$ cat config.mk
export PLATFORM = sky130hd
export DESIGN_NAME = aps_top
export DESIGN_NICKNAME = d
export VERILOG_FILES = /design/src/shared/aps_pkg.sv /design/src/rtl/aps_enable.sv /design/src/rtl/aps_hyst.sv /design/src/rtl/aps_top.sv
export SDC_FILE = /design/constraint.sdc
export NUM_CORES = 1
export LEC_CHECK = 0
export ABC_AREA = 1
export BUFFER_PORTS_ARGS = -buffer_cell sky130_fd_sc_hd__buf_2
export CAP_MARGIN = 0
export CORE_MARGIN = 4
export CORE_UTILIZATION = 40
export CTS_CLUSTER_DIAMETER = 200
export CTS_CLUSTER_SIZE = 12
export DETAILED_ROUTE_END_ITERATION = 8
export SLEW_MARGIN = 20
export SYNTH_ARGS = -nofsm -noshare
export SYNTH_HDL_FRONTEND = slang
export SYNTH_SLANG_ARGS = --single-unit
export TNS_END_PERCENT = 30
$ cat constraint.sdc
create_clock -name pclk -period 5 [get_ports pclk]
set_input_delay 0.25 -clock pclk [delete_from_list [all_inputs] [get_ports pclk]]
set_output_delay 0.25 -clock pclk [all_outputs]
set_load 0.1 [all_outputs]
$ cat src/shared/aps_pkg.sv
package aps_pkg;

  // Register byte offsets
  localparam logic [7:0] APS_CTRL_OFF      = 8'h00;
  localparam logic [7:0] APS_LEVEL_OFF     = 8'h04;
  localparam logic [7:0] APS_HYST_OFF      = 8'h08;
  localparam logic [7:0] APS_SELECT_OFF    = 8'h0c;
  localparam logic [7:0] APS_STATUS_OFF    = 8'h10;
  localparam logic [7:0] APS_FREQ_OFF      = 8'h14;

  // Frequencies in 0.1 Hz units, 16 bits
  localparam int         APS_FW            = 16;
  localparam logic [15:0] APS_LEVEL_RST    = 16'h01f4;  // 50.0 Hz
  localparam logic [15:0] APS_HYST_RST     = 16'h000a;  // 1.0 Hz

  // Status-signal codes
  localparam logic [7:0] APS_CODE_EXTRA    = 8'h58;     // 88
  localparam logic [7:0] APS_CODE_P4LINE   = 8'ha7;     // 167
  localparam logic [7:0] APS_TSEL_RST      = 8'h00;     // 0
  localparam logic [7:0] APS_RSEL_RST      = 8'h63;     // 99
  localparam logic [7:0] APS_MODE_RST      = 8'h00;

  // CTRL field positions
  localparam int APS_CTRL_MODE_LSB  = 0;   // 8 bits pump_control_mode_select
  localparam int APS_CTRL_PMODE_LSB = 8;   // 4 x 4 bits pump mode settings
  localparam int APS_CTRL_MAP_LSB   = 24;  // 4 bits enable input mapped
  localparam int APS_SEL_TSEL_LSB   = 0;
  localparam int APS_SEL_RSEL_LSB   = 8;

  typedef struct packed {
    logic [7:0]  mode;
    logic [15:0] pmode;
    logic [3:0]  mapped;
  } aps_cfg_s;

  typedef struct packed {
    logic [7:0] tsel;
    logic [7:0] rsel;
  } aps_sel_s;

endpackage

$ cat src/rtl/aps_enable.sv
`timescale 1ns/10ps
module aps_enable
  import aps_pkg::*;
(
  input  wire logic [3:0] pump_mode_setting,
  input  wire logic       enable_mapped,
  input  wire logic       pump_enable_input,
  input  wire logic       pump_running,
  output logic            pump_ok
);
  // Unmapped enable input always qualifies
  logic en_cond;
  assign en_cond = !enable_mapped || pump_enable_input;
  // Enabled needs both conditions; disabled pumps never block
  assign pump_ok = !((pump_mode_setting != 4'h0) && en_cond) || pump_running;
endmodule // aps_enable

$ cat src/rtl/aps_hyst.sv
`timescale 1ns/10ps
module aps_hyst
  import aps_pkg::*;
#(
  parameter int W = APS_FW
)
(
  input  wire logic [W-1:0] freq,
  input  wire logic [W-1:0] level,
  input  wire logic [W-1:0] hyst,
  output logic              above,
  output logic              at_or_below_rel
);
  logic [W:0] rel;
  // A hysteresis wider than the level borrows into rel[W], which forces release
  assign rel = {1'b0, level} - {1'b0, hyst};
  assign above = freq > level;
  assign at_or_below_rel = rel[W] || ({1'b0, freq} <= rel);
endmodule // aps_hyst

$ cat src/rtl/aps_top.sv
// The implementer's own choices: the register offsets and register access over APB.
`timescale 1ns/10ps
// Functional notes
// - Extra-pump signal sets only when all enabled auxiliary pumps run and frequency exceeds the level.
// - Code 88 on the transistor output selector routes the extra-pump signal there.
// - A pump's enable input must be on if mapped, and counts as on if unmapped.
// - A pump is enabled when its mode setting is nonzero and its enable condition holds.
// - Release of the extra-pump signal uses a configurable hysteresis width.
// - The signal drops once frequency is at or below level minus hysteresis.
// - The operation level resets to 50.0 Hz.
// - The hysteresis width resets to 1.0 Hz.
// - The relay selector resets to 99, and code 167 routes pump 4's line contactor there.
// - The stop-duration delay should let the extra pump drop before any auxiliary pump.
// - Pump control mode resets to 0 and staging runs only in a nonzero mode.
module aps_top
  import aps_pkg::*;
#(
  parameter int NPUMP = 4
)
(
  input  wire logic             pclk,
  input  wire logic             presetn,
  input  wire logic             psel,
  input  wire logic             penable,
  input  wire logic             pwrite,
  input  wire logic [7:0]       paddr,
  input  wire logic [31:0]      pwdata,
  output logic      [31:0]      prdata,
  output logic                  pready,
  output logic                  pslverr,
  input  wire logic [APS_FW-1:0] output_frequency,
  input  wire logic [NPUMP-1:0] aux_running,
  input  wire logic [NPUMP-1:0] pump_enable_input,
  input  wire logic             pump4_line_contactor,
  output logic                  transistor_output_one,
  output logic                  alarm_relay_output
);
  import aps_pkg::*;

  initial
  begin
    if (NPUMP != 4)
      $error("aps_top supports exactly four auxiliary pumps");
  end

  aps_cfg_s          cfg_q;
  aps_sel_s          sel_q;
  logic [APS_FW-1:0] level_q;
  logic [APS_FW-1:0] hyst_q;
  logic              extra_q;
  logic              extra_d;
  logic [NPUMP-1:0]  pump_ok;
  logic              above;
  logic              release_cond;
  logic              setup_ok;
  logic              all_ok;
  logic              wr_en;
  logic              hit;

  // Zero-wait slave: pready high in every access phase
  assign wr_en = psel && penable && pwrite;
  always_comb
  begin
    case (paddr)
      APS_CTRL_OFF, APS_LEVEL_OFF, APS_HYST_OFF, APS_SELECT_OFF, APS_STATUS_OFF, APS_FREQ_OFF: hit = 1'b1;
      default: hit = 1'b0;
    endcase
  end

  always_ff @(posedge pclk or negedge presetn)
  begin
    if (!presetn)
    begin
      cfg_q.mode   <= APS_MODE_RST;
      cfg_q.pmode  <= 16'h0000;
      cfg_q.mapped <= 4'h0;
    end
    else if (wr_en && paddr == APS_CTRL_OFF)
    begin
      cfg_q.mode   <= pwdata[APS_CTRL_MODE_LSB +: 8];
      cfg_q.pmode  <= pwdata[APS_CTRL_PMODE_LSB +: 16];
      cfg_q.mapped <= pwdata[APS_CTRL_MAP_LSB +: 4];
    end
  end

  always_ff @(posedge pclk or negedge presetn)
  begin
    if (!presetn)
      level_q <= APS_LEVEL_RST;
    else if (wr_en && paddr == APS_LEVEL_OFF)
      level_q <= pwdata[APS_FW-1:0];
  end

  always_ff @(posedge pclk or negedge presetn)
  begin
    if (!presetn)
      hyst_q <= APS_HYST_RST;
    else if (wr_en && paddr == APS_HYST_OFF)
      hyst_q <= pwdata[APS_FW-1:0];
  end

  always_ff @(posedge pclk or negedge presetn)
  begin
    if (!presetn)
    begin
      sel_q.tsel <= APS_TSEL_RST;
      sel_q.rsel <= APS_RSEL_RST;
    end
    else if (wr_en && paddr == APS_SELECT_OFF)
    begin
      sel_q.tsel <= pwdata[APS_SEL_TSEL_LSB +: 8];
      sel_q.rsel <= pwdata[APS_SEL_RSEL_LSB +: 8];
    end
  end

  always_ff @(posedge pclk or negedge presetn)
  begin
    if (!presetn)
    begin
      prdata  <= 32'h0000_0000;
      pready  <= 1'b0;
      pslverr <= 1'b0;
    end
    else
    begin
      pready  <= psel && !penable;
      pslverr <= psel && !penable && !hit;
      if (psel && !penable && !pwrite)
      begin
        case (paddr)
          APS_CTRL_OFF:   prdata <= {4'h0, cfg_q.mapped, cfg_q.pmode, cfg_q.mode};
          APS_LEVEL_OFF:  prdata <= {16'h0000, level_q};
          APS_HYST_OFF:   prdata <= {16'h0000, hyst_q};
          APS_SELECT_OFF: prdata <= {16'h0000, sel_q.rsel, sel_q.tsel};
          APS_STATUS_OFF: prdata <= {23'h000000, transistor_output_one, aux_running, pump_ok};
          APS_FREQ_OFF:   prdata <= {16'h0000, output_frequency};
          default:        prdata <= 32'h0000_0000;
        endcase
      end
      else
        prdata <= 32'h0000_0000; // Data stands for the access cycle only
    end
  end

  genvar g;
  generate
    for (g = 0; g < NPUMP; g++)
    begin : g_pump
      aps_enable u_en (
        .pump_mode_setting (cfg_q.pmode[4*g +: 4]),
        .enable_mapped     (cfg_q.mapped[g]),
        .pump_enable_input (pump_enable_input[g]),
        .pump_running      (aux_running[g]),
        .pump_ok           (pump_ok[g])
      );
    end
  endgenerate

  aps_hyst #(.W(APS_FW)) u_hyst (
    .freq            (output_frequency),
    .level           (level_q),
    .hyst            (hyst_q),
    .above           (above),
    .at_or_below_rel (release_cond)
  );

  // Staging idles while pump control is off
  assign setup_ok = cfg_q.mode != APS_MODE_RST;
  assign all_ok   = &pump_ok;

  // Set needs all enabled pumps up; drop on the low threshold or in mode zero, so a dip
  // between the two levels holds the pump on
  always_comb
  begin
    extra_d = extra_q;
    if (!setup_ok)
      extra_d = 1'b0;
    else if (!extra_q && all_ok && above)
      extra_d = 1'b1;
    else if (extra_q && release_cond)
      extra_d = 1'b0;
  end

  // Staggered drop versus aux pumps relies on the stop delay setting
  always_ff @(posedge pclk or negedge presetn)
  begin
    if (!presetn)
      extra_q <= 1'b0;
    else
      extra_q <= extra_d;
  end

  always_ff @(posedge pclk or negedge presetn)
  begin
    if (!presetn)
    begin
      transistor_output_one <= 1'b0;
      alarm_relay_output    <= 1'b0;
    end
    else
    begin
      transistor_output_one <= (sel_q.tsel == APS_CODE_EXTRA) && extra_d;
      alarm_relay_output    <= (sel_q.rsel == APS_CODE_P4LINE) && pump4_line_contactor;
    end
  end

endmodule // aps_top

==> metrics list, run 1 <==
- Run status: finished, final reports clean
- The die is about 130 µm wide.
* Via/cell ratio: ~5.2
- Seq cells post-synth: 109
- Counting the buffers created by CTS gives 9.
- At the placement stage, the worst setup path has a slack of roughly 1600 ps.
- # H-tree levels: 3
- Number of max-cap violations: 0
- The first detailed-routing pass took 5 iterations.
- Proportion of power drawn by combinational gates: 14.6%
* F_max: approximately 300 MHz
* Final hold violation count: 0
- Among all flip-flop cells after synthesis, the most frequent one is dfrtp_1.
* Share of synthesized area occupied by flip-flops and latches: around 44%
- # IOs: roughly 110
- Synthesis handed over a netlist of approximately 740 instances.
- Die outline height: between 100 and 150 µm
- Measured against the total synthesized area, the mux share comes to 0%.
* Cell area power density: between 200 and 300 nW/µm²
- Final max-slew violation count: 0
* CTS clock-pin slew for the worst setup and hold paths: about 80 ps
- Netlist Area Pre-Place: around 6200 µm²
* Clock skew after layout: roughly 11 ps
- The routed design has around 17000 µm of wire.
- The cell sitting at the root of the clock tree is a clkbuf_16.
* Via count of the first global-routing pass: just over 5000
* Crit path launch type: flip-flop
- Maximum number of pins on one net before global-route repair: 62
- Internal power: about 1.4 mW
- Summing the areas of all and, or, nand and nor instances in the mapped netlist gives between 10% and 20% of the synthesized area.
- Net total in the final layout: 945
- The number of antenna violations at the first check in global routing was 0.
* Class of the tightest hold or removal check: in -> reg
- Of the total power, registers draw 47.3%.
* Yosys warning total: 0
* Critical-path maximum fanout: 4
- TritonCTS built the clock tree.
- Net switching power: ~530 µW
- Counting distinct cell types in the post-synthesis netlist gives 46.
* Core outline area: 15200 µm²
- In this run the static leakage power is ~3.5 nW.
* Remaining DRCs: 0
- Setup slack on the worst reg-to-reg path comes out at approximately 1600 ps.
- In this run the core area contains 45 standard-cell rows.
- Async SR Flop Fraction: 100%
- By area, the combinational part of the netlist is dominated by simple AND/OR/NAND/NOR gates.
- Wire length of the first global-routing pass: ~27000 µm
* Count of input and output buffers: 97
* Via count: between 5000 and 6000
- STA classifies the critical path endpoint as a flip-flop.
- Number of DRC markers after the initial detailed-route iteration: 349
- DR top layer: met4
* Longest Clk Path Bufs: 2
- At the pin with the least slew margin, the transition time is ~1100 ps.
- Switching part of the total power: around 28%
- Required time of the critical path: about 5300 ps
- The total overflow left after global routing is 0.
- Global routing used roughly 20% of the available tracks across all layers.
- Largest area contributor in the synthesized netlist: dfrtp_1
- Summed over all nets, wire length on met3 after detailed routing comes to between 900 and 1000 µm.
- At the worst endpoint, the arrival time is roughly 3700 ps.
- Share of the synthesized area in the top cell type: 39.0%
- For this run, the share of the core covered by cells in the final layout is 46.8%.
* Weighted congestion reported at the end of routability-driven placement: 0.908
- Setup violations remaining at the end of the flow were counted as 0.
* Detail Placement HPWL: ~13000 µm
- Post-layout worst setup margin: around 1600 ps
* Setup TNS: 0 ps
- Count of flip-flops with a built-in enable after synthesis: 0
- Setup repair after global routing left no endpoint under its margin.
- The clock drives 109 sinks.
- Compound-gate portion of the synthesized area: approximately 16%
- Largest cells by area after synthesis: dfrtp_1, ha_1, nand2_1, inv_1, dfstp_2
* Peak supply drop: approximately 0.16 mV
* Part of the cycle the worst path needs: between 60% and 70%
* Post-Place Cell Area: ~6800 µm²
* Worst-skew pair later-pin latency: 360 ps
- Clk network pwr share: about two fifths
- Worst Path Class, Setup: reg -> reg
- Post-synthesis average cell area: 8.43 µm²
- The synthesized netlist devotes between 9 and 10% of its cell area to adder and majority cells.
* Total met2 wirelength after detailed routing: ~7200 µm
* Area enclosed by the die boundary: 17600 µm²
- Fraction of layout cells with a size suffix above 1: a little under a fifth
- Final antenna diode count: 0
- Headroom to the max-slew limit came out at between 20% and 30%.
- Post-route met1 wirelength: approximately 8500 µm
- Initial Util: roughly two fifths
* Routed wirelength normalized by instance count: ~17 µm
* Final min period: between 3000 and 4000 ps
* Post-synthesis share of cell area spent on xor and xnor gates: a little under 2%
- Number of nets with antenna violations after detailed routing: 0
- Layout overhead on the synthesized area: 14.4%
- The finished cells cover between 7000 and 8000 µm².
[cell usage in the layout, fill, tap and decap left out, types with 3 or more instances in the layout]
master	instances
a211oi_1	3
buf_2	96
nand4_1	11
inv_2	7
clkbuf_16	9
o21bai_1	3
xnor2_1	7
nor4_1	4
o22ai_1	7
xor2_1	7
o21ai_1	25
dfrtp_1	97
nand2_1	151
nor2_4	4
a311oi_1	6
buf_4	4
o211ai_1	3
a21oi_1	40
ha_1	48
nor2_1	42
nor3_1	10
inv_1	100
clkbuf_8	3
nand3_1	17
dfstp_2	12
o2111ai_1	3
o21ai_0	61
nor3_2	11
conb_1	4
a31oi_1	8
a221oi_1	5
[worst paths after layout]
path | start | endpoint | depth (start not counted)
hold reg to reg | sel_q[3] | alarm_relay_output | 1
min in group asynchronous | presetn | sel_q[2] | 2
setup / recovery | level_q[0] | transistor_output_one | 23
setup reg to reg | level_q[0] | transistor_output_one | 23
max in group asynchronous | presetn | cfg_q[12] | 3
hold / removal | penable | pslverr | 2
[state kept, by name, summed over array words and instances, names as in the netlist]
register	count
sel_q	16
hyst_q	16
pready	1
prdata	28
extra_q	1
alarm_relay_output	1
level_q	16
cfg_q	28
pslverr	1
transistor_output_one	1
[area by class of cell]
class	count	area (µm²)
clock buffers	13	270
flip-flops and latches	109	2740
fillers	1577	8080
inverters	107	402
clock inverters	3	26.3
well taps	188	235
multi-input cells	498	2930
repair buffers	101	520
[cells in the mapped netlist (2+ instances only)]
cell,number
a221oi_1,5
o22ai_1,7
xor2_1,7
a311oi_1,6
dfstp_2,12
nor3_2,11
buf_6,4
inv_1,100
o2111ai_1,3
nor4_1,4
nor2_2,2
nand2_1,151
o211ai_1,3
o21bai_1,3
buf_4,6
dfrtp_1,97
nor3_1,10
o21ai_1,25
clkbuf_1,9
a21o_1,2
ha_1,48
nor2_4,4
inv_2,7
o21ai_0,61
buf_2,9
a31oi_1,8
a211oi_1,3
nand4_1,11
nor2_1,42
xnor2_1,7
o21ai_2,2
a21oi_1,40
nand3_1,17
[power by group through the flow]
| stage | logic (mW) | registers, mW | clock network, mW |
|---|---|---|---|
| 6_report | 0.277 | 0.902 | 0.726 |
| 5_1_grt | 0.321 | 0.902 | 0.770 |
| 4_1_cts | 0.281 | 0.901 | 0.734 |
| 3_5_place_dp | 0.279 | 0.918 | 0 |
| 3_3_place_gp | 0.275 | 0.918 | 0 |
| 2_1_floorplan | 0.177 | 0.922 | 0 |
[per-stage QoR]
stage | hold WS [ps] | std cells | power [mW]
after floorplan | -45.6 | 742 | 1.10
after global placement | 382 | 1002 | 1.19
after detailed placement | 385 | 1002 | 1.20
after CTS | 55.5 | 1019 | 1.92
after global routing | 72.9 | 1019 | 1.99
final | 60.8 | 1019 | 1.91
[what timing repair did]
item,CTS,global route
hold endpoints to repair,1,0
hold buffers,1,0
resized for setup,0,0
buffers inserted,0,0
[worst max-delay path, stage by stage (launching register included)]
cell,delay (ps)
dfrtp_1,440
inv_1,80
ha_1,190
inv_1,60
fa_1,390
nand3_1,80
nand2_1,80
a21oi_1,260
o21ai_2,130
a21oi_1,260
xor2_1,110
ha_1,310
inv_1,50
nor3_1,250
nand2_1,80
nand2_1,60
nand2_1,40
nand2_1,50
nand2_1,40
nand2_1,60
nand2_1,60
nand2_1,80
nand2_1,70
nor2_1,80
[kinds of logic (layout without fill, tap and decap cells)]
kind of cell | after synthesis | count (layout)
flip-flops | 109 | 109
AO/OA/AOI/OAI | 173 | 173
buffers and inverters | 135 | 224
adder cells (fa/ha/maj) | 49 | 49
other | 1 | 4
AND/OR/NAND/NOR | 258 | 258
XOR/XNOR | 14 | 14
[layer usage]
layer  GRT usage, %  vias up
li1               -     2624
met1           30.7     2448
met3           2.81       23
met4           6.81        0
met5              0        -
met2           27.6      158
No activity file was read; power rests on OpenSTA's default activity.
==> inputs of run 2 (changes only) <==
==> constraint.sdc (replaced) <==
create_clock -name pclk -period 2.94 [get_ports pclk]
set_input_delay 0.147 -clock pclk [delete_from_list [all_inputs] [get_ports pclk]]
set_output_delay 0.147 -clock pclk [all_outputs]
set_load 0.1 [all_outputs]
==> metrics list, run 2 (synthesis results as in run 1) <==
- The flow ran to the end, but the final reports show violations.
- The final reports fail on negative setup slack.
* Grt met2 use: 28.6% (+1.0 points)
- The via count of the first global-routing pass was 5143 (+2.0%).
- CTS clock-pin slew for the worst setup and hold paths: 70 ps (about the same)
- Met1 capacity usage during global routing: 30.7% (-0.032 points)
* Post-layout instance area: 7480 µm² (+5.1%)
* Worst-Margin Slew: 1010 ps (-58.4 ps)
* Final min period: 2990 ps (-386 ps)
* Most common library cell in the layout ignoring fill and taps: nand2_1
- The final max-slew violation count was 0 (unchanged).
* # IOs: 106 (unchanged)
* Post-layout worst setup margin: -45.7 ps (-1670 ps)
- The total number of vias was 5400 (+2.8%).
- The half-perimeter wire length after detailed placement came to 13500 µm (+3.3%).
* Number of DRC markers after the initial detailed-route iteration: 442 (+27%)
* Detailed Route WL: 17500 µm (+3.4%)
- Die W: 133 µm (unchanged)
- The clock insertion delay at the later pin of the skew report is 360 ps (about the same).
* Net total in the final layout: 975 (+3.2%)
- F_max: 335 MHz (+13%)
- The tightest min-delay check is of the in -> reg type.
* Setup repair after global routing missed its margin: yes
- Largest registers in the final layout: cfg_q: 28 flops, prdata: 28 flops
- The met3 global-route usage was 2.62% (-0.19 points).
- The critical path is of the reg -> reg type.
- The DRC violations left came to 0 (unchanged).
* Final setup vio count: 2 (+2)
* Die outline height: 133 µm (unchanged)
- The worst endpoint data arrival time came to 3230 ps (-440 ps).
- The cell area after placement came to 7010 µm² (+2.8%).
- Area enclosed by the die boundary: 17600 µm² (unchanged)
- TritonCTS clock tree: done
* Maximum number of pins on one net before global-route repair: 60 (-3.2%)
* Part of the cycle the worst path needs: 102% (+34 points)
- Peak supply drop: 0.271 mV (+73%)
- The count of standard-cell rows is 45 (unchanged).
- The global-route wire length before repair was 27500 µm (+0.81%).
- Required time of the critical path: 3190 ps (-2100 ps)
- The number of antenna diodes came to 0 (unchanged).
- The root buffer cell chosen for the clock tree is clkbuf_16.
- Number of clock sinks seen by CTS: 109 (unchanged)
- STA classifies the critical path startpoint as a flip-flop.
- Critical-path maximum fanout: 3 (-1)
- The count of antenna-violating nets left after detailed routing came to 0 (unchanged).
- Type of element capturing the critical path: flip-flop
* Number of iterations in the first detailed-routing pass: 5 (unchanged)
- Clock skew after layout: 6.04 ps (-5.34 ps)
* Via/cell ratio: 5.15 (-0.14%)
* Worst slew margin relative to its limit: 32.6% (+3.9 points)
* Cell area power density: 454 nW/µm² (+70%)
- Layout overhead on the synthesized area: 20.2%
- Leak pwr: 3.65 nW (+5.0%)
* Weighted congestion reported at the end of routability-driven placement: 0.945 (+4.1%)
- The global routing usage summed across all routing layers was 19.9% (+0.23 points).
- The fraction of the core area covered by cells at the end of the flow is 49.2% (+2.4 points).
* Fraction of layout cells with a size suffix above 1: 24.5% (+5.6 points)
* # H-tree levels: 3 (unchanged)
* Routed wirelength normalized by instance count: 16.7 µm (+0.41%)
- Core outline area: 15200 µm² (unchanged)
- Initial antenna violation count: 0 (unchanged)
- In this run the most used layer during global routing was met1.
* Number of max-cap violations: 0 (unchanged)
* Commonest cells after routing, fill and taps aside: nand2_1, dfrtp_1, inv_1, buf_2, o21ai_0
* Count of input and output buffers: 97 (unchanged)
- Total CTS buffers: 9 (unchanged)
* Initial Util: 41.0% (unchanged)
* GR Overflow Total: 0 (unchanged)
* Final hold violation count: 0 (unchanged)
* Longest Clk Path Bufs: 2 (unchanged)
## run 2: cell type report
cell class,count,area (µm²)
clock buffers,11,233
clock inverters,5,85.1
fillers,1528,7720
inverters,107,402
multi-input cells,498,3030
flip-flops and latches,109,2740
well taps,188,235
repair buffers,131,761
## run 2: worst max-delay path, stage by stage (launching register included)
cell and delay (ps):
dfrtp_1 380, inv_1 60, ha_2 180, inv_2 40, fa_2 360, nand3_2 90
nand2_2 70, a21oi_2 160, o21ai_2 90, a21oi_2 180, buf_4 130, o21bai_1 70
xor2_1 150, ha_1 300, nand2_1 80, nor2_1 100, nand4_1 120, nand2_1 80
a21oi_1 40, nand2_1 70, nand2_1 60, nand2_2 60, nor2_1 40
## run 2: timing repair
item,CTS,global route
setup endpoints to repair,2,2
setup buffers,3,2
resized for setup,17,11
pin swaps,14,13
endpoints found under the hold margin,45,0
hold buffers,2,0
## run 2: per-stage QoR
stage	setup TNS (ps)	setup WS (ps)	power, mW	instances	hold slack [ps]
2_1_floorplan	0	53.5	1.87	742	-149
3_3_place_gp	-137	-79.7	2.05	1026	219
3_5_place_dp	-253	-141	2.06	1026	230
4_1_cts	-55.0	-33.6	3.41	1047	27.0
5_1_grt	-552	-293	3.56	1049	31.6
6_report	-78.3	-45.7	3.40	1049	35.6
## run 2: routing by layer
| metal | routed length [µm] | vias up |
|---|---|---|
| met4 | 312 | 0 |
| met1 | 8700 | 2545 |
| met5 | 0 | - |
| li1 | - | 2693 |
| met3 | 934 | 18 |
| met2 | 7560 | 144 |
## run 2: path summary, 6_finish.rpt
check	startpoint	to	slack, ps	cells past startpoint
min reg2reg	hyst_q[9]	hyst_q[9]	490	2
max	level_q[0]	transistor_output_one	-50	22
min	pwdata[22]	cfg_q[18]	40	3
max in group asynchronous	presetn	hyst_q[1]	1750	3
max reg2reg	level_q[0]	transistor_output_one	-50	22
min in group asynchronous	presetn	alarm_relay_output	380	2
## run 2: where the power goes
group          internal, mW  switching, mW  total (mW)  leakage (nW)
combinational         0.217          0.330       0.547          2.09
clock                 0.753          0.567        1.32         0.150
sequential             1.52         0.0137        1.53          1.41
total                  2.49          0.910        3.40          3.65
==> inputs of run 3 (changes only) <==
--- a/config.mk
+++ b/config.mk
@@ -8,11 +8,13 @@
 export ABC_AREA = 1
 export BUFFER_PORTS_ARGS = -buffer_cell sky130_fd_sc_hd__buf_2
 export CAP_MARGIN = 0
+export CORE_ASPECT_RATIO = 1.25
 export CORE_MARGIN = 4
 export CORE_UTILIZATION = 40
 export CTS_CLUSTER_DIAMETER = 200
 export CTS_CLUSTER_SIZE = 12
 export DETAILED_ROUTE_END_ITERATION = 8
+export HOLD_SLACK_MARGIN = 0.15
 export SLEW_MARGIN = 20
 export SYNTH_ARGS = -nofsm -noshare
 export SYNTH_HDL_FRONTEND = slang
==> constraint.sdc (replaced) <==
create_clock -name pclk -period 2.9 [get_ports pclk]
set_input_delay 0.145 -clock pclk [delete_from_list [all_inputs] [get_ports pclk]]
set_output_delay 0.145 -clock pclk [all_outputs]
set_load 0.1 [all_outputs]
==> metrics list, run 3 (synthesis results as in run 1) <==
- Setup TNS: -113 ps (-34.8 ps)
* Final max-slew violation count: 0 (unchanged)
* Final hold slack: 231 ps (+195 ps)
* Number of max-cap violations: 0 (unchanged)
- The library cell used most frequently in the layout, excluding fill and tap cells, is nand2_1.
- The instance count after placement with tap cells included was 1049 (+2.2%).
* Area enclosed by the die boundary: 17600 µm² (about the same)
- Slowest cell delay on critical path: 530 ps (+150 ps)
* Class of the tightest hold or removal check: in -> reg
* Number of setup buffers added after CTS: 0 (-3)
- The half-perimeter wire length after detailed placement came to 13400 µm (-0.72%).
* Worst slew margin relative to its limit: 51.8% (+19 points)
- # fillers: 1490 (-2.5%)
- Post-Place Cell Area: 7060 µm² (+0.71%)
- Number of standard cells in the layout, taps in and fillers out: 1104 (+5.2%)
* Crit path launch type: flip-flop
* Register Area: 2740 µm² (unchanged)
- The final critical-path share of the clock period came to 102% (+0.73 points).
- The signal on the critical path passes through inv_1 > ha_4 > nand2_2 > o21ai_2 > nor2_2 > o21ai_2 > nand2_1 > a31oi_1 > xnor2_1 > ha_1 > inv_2 > nor3_4 > nand2_1 > nand2_1 > nand2_1 > nand2_1 > nand2_1 > nand2_1 > nand2_1 > nand2_1 > nand2_1 > nor2_1.
- The slowest stage of the critical path is the dfstp_2 cell.
* Worst setup timing slack at the placement stage: -200 ps (-59.7 ps)
- Commonest cells after routing, fill and taps aside: nand2_1, inv_1, dfrtp_1, buf_2, o21ai_0
* GR Overflow Total: 0 (unchanged)
* Detailed Route WL: 17700 µm (+0.94%)
* Initial Util: 41.1% (+0.17 points)
- Kind of cell adding the most delay to the critical path: simple AND/OR/NAND/NOR gates
- The largest registers in the layout are cfg_q: 28 flops, prdata: 28 flops.
* TritonCTS clock tree: done
- The DRC violations left is 0 (unchanged).
- The clock skew after layout came to 8.98 ps (+2.95 ps).
- The starting DRC count in detailed routing came to 326 (-26%).
* Buffer type at the clock tree root: clkbuf_16
* Setup repair after global routing missed its margin: yes
* Layout overhead on the synthesized area: 27.5%
- Total met2 wirelength after detailed routing: 8170 µm (+8.0%)
* Initial antenna violation count: 0 (unchanged)
- Worst Path Class, Setup: reg -> reg
- Among the stages of the critical path, the cell type that occurs most often is nand2_1.
- The final routed wire length divided by cell count came to 16.0 µm (-4.1%).
* Weighted congestion reported at the end of routability-driven placement: 0.911 (-3.7%)
- The number of I/O port buffers came to 97 (unchanged).
- Total area of multi-input combinational cells: 3090 µm² (+2.1%)
- Required time of the critical path: 3180 ps (about the same)
- The timing-limited maximum frequency is 337 MHz (+0.65%).
- The cell leakage power was 3.83 nW (+4.8%).
- The die width came to 120 µm (-9.9%).
- Longest Clk Path Bufs: 2 (unchanged)
* CTS clock-pin slew for the worst setup and hold paths: 70 ps (about the same)
* Type of element capturing the critical path: flip-flop
- The boundary pin count came to 106 (unchanged).
- Net total in the final layout: 1010 (+3.6%)
- Met3 wire length: 794 µm (-15%)
* Wire length of the first global-routing pass: 28500 µm (+3.4%)
* Maximum number of pins on one net before global-route repair: 57 (-5.0%)
* Post-route met1 wirelength: 8300 µm (-4.5%)
- The number of buffers created by CTS came to 9 (unchanged).
- The share of cells above drive strength 1 came to 23.9% (-0.62 points).
- The worst supply voltage drop on vdd was 0.269 mV (-0.45%).
* Worst-skew pair later-pin latency: 360 ps (about the same)
* Final setup vio count: 2 (unchanged)
- CP bufs+invs: 2 (-1)
- The count of antenna-violating nets left after detailed routing is 0 (unchanged).
- Via count: 5541 (+2.6%)
- The global routing usage summed across all routing layers came to 20.3% (+0.45 points).
* Number of iterations in the first detailed-routing pass: 5 (unchanged)
- The average vias per placed instance is 5.02 (-2.5%).
- The checks that failed: negative setup slack.
- Final cell utilization of the core: 52.4% (+3.2 points)
- The clock net sink count was 109 (unchanged).
- Post-layout instance area: 7940 µm² (+6.1%)
- Final min period: 2970 ps (-19.4 ps)
- The overall power consumption came to 3.51 mW (+3.3%).
- Die outline height: 148 µm (+11%)
- # H-tree levels: 3 (unchanged)
* Cell area power density: 442 nW/µm² (-2.6%)
- The final number of hold-violating endpoints came to 0 (unchanged).
- The run finished, with violations left.
- The count of standard-cell rows came to 50 (+11%).
- Post-layout worst setup margin: -66.2 ps (-20.6 ps)
* DR top layer: met4
* Final antenna diode count: 0 (unchanged)
- Core outline area: 15100 µm² (-0.41%)
* Worst-Margin Slew: 723 ps (-286 ps)
- The via count of the first global-routing pass came to 5385 (+4.7%).
- Critical-path maximum fanout: 4 (+1)
- The worst endpoint data arrival time came to 3250 ps (+20 ps).
## run 3: cell types whose count changed in the layout (fill, tap and decap cells not counted), moves of 2 or more
cell,previous run,this run
buf_4,32,30
dlygate4sd3_1,2,39
ha_4,2,4
nand2_1,147,145
nand2_4,0,2
xnor2_1,7,5
xnor2_2,0,2
## run 3: final timing paths
kind	from	to	slack, ps	cells after the start
worst min-delay path	aux_running[0]	prdata[4]	230	3
worst max-delay path	hyst_q[3]	transistor_output_one	-70	22
max in group asynchronous	presetn	hyst_q[3]	1730	3
worst max register to register	hyst_q[3]	transistor_output_one	-70	22
min in group asynchronous	presetn	cfg_q[11]	380	2
worst min register to register	cfg_q[6]	cfg_q[6]	490	2
## run 3: cell type report
class                           count  area share [%]
Clock inverter                      5            1.04
Multi-Input combinational cell    498            39.0
Inverter                          107            5.06
Tap cell                          208            3.28
Timing Repair Buffer              166            14.1
Sequential cell                   109            34.6
Clock buffer                       11            3.06
## run 3: where the power goes
part / leakage [nW] / switching (mW) / internal (mW) / total (mW)
Sequential: 1.41 / 0.0129 / 1.54 / 1.55
Combinational: 2.25 / 0.351 / 0.259 / 0.610
Clock: 0.160 / 0.563 / 0.785 / 1.35
Total: 3.83 / 0.927 / 2.58 / 3.51
## run 3: repair_timing
item                                    4_1_cts  5_1_grt
resized for setup                             9       28
hold buffers                                 39        0
endpoints found under the hold margin       122        0
endpoints found under the setup margin        2        2
pin swaps                                     5       27
## run 3: per-layer routing
| metal | up-vias | track usage (%) |
|---|---|---|
| met5 | - | 0 |
| met4 | 0 | 6.93 |
| met3 | 23 | 2.64 |
| met2 | 158 | 32.6 |
| met1 | 2599 | 28.5 |
| li1 | 2761 | - |
## run 3: tightest hold or removal path, stage by stage
cell      delay, ps
buf_2           120
a221oi_1         80
a31oi_1         180
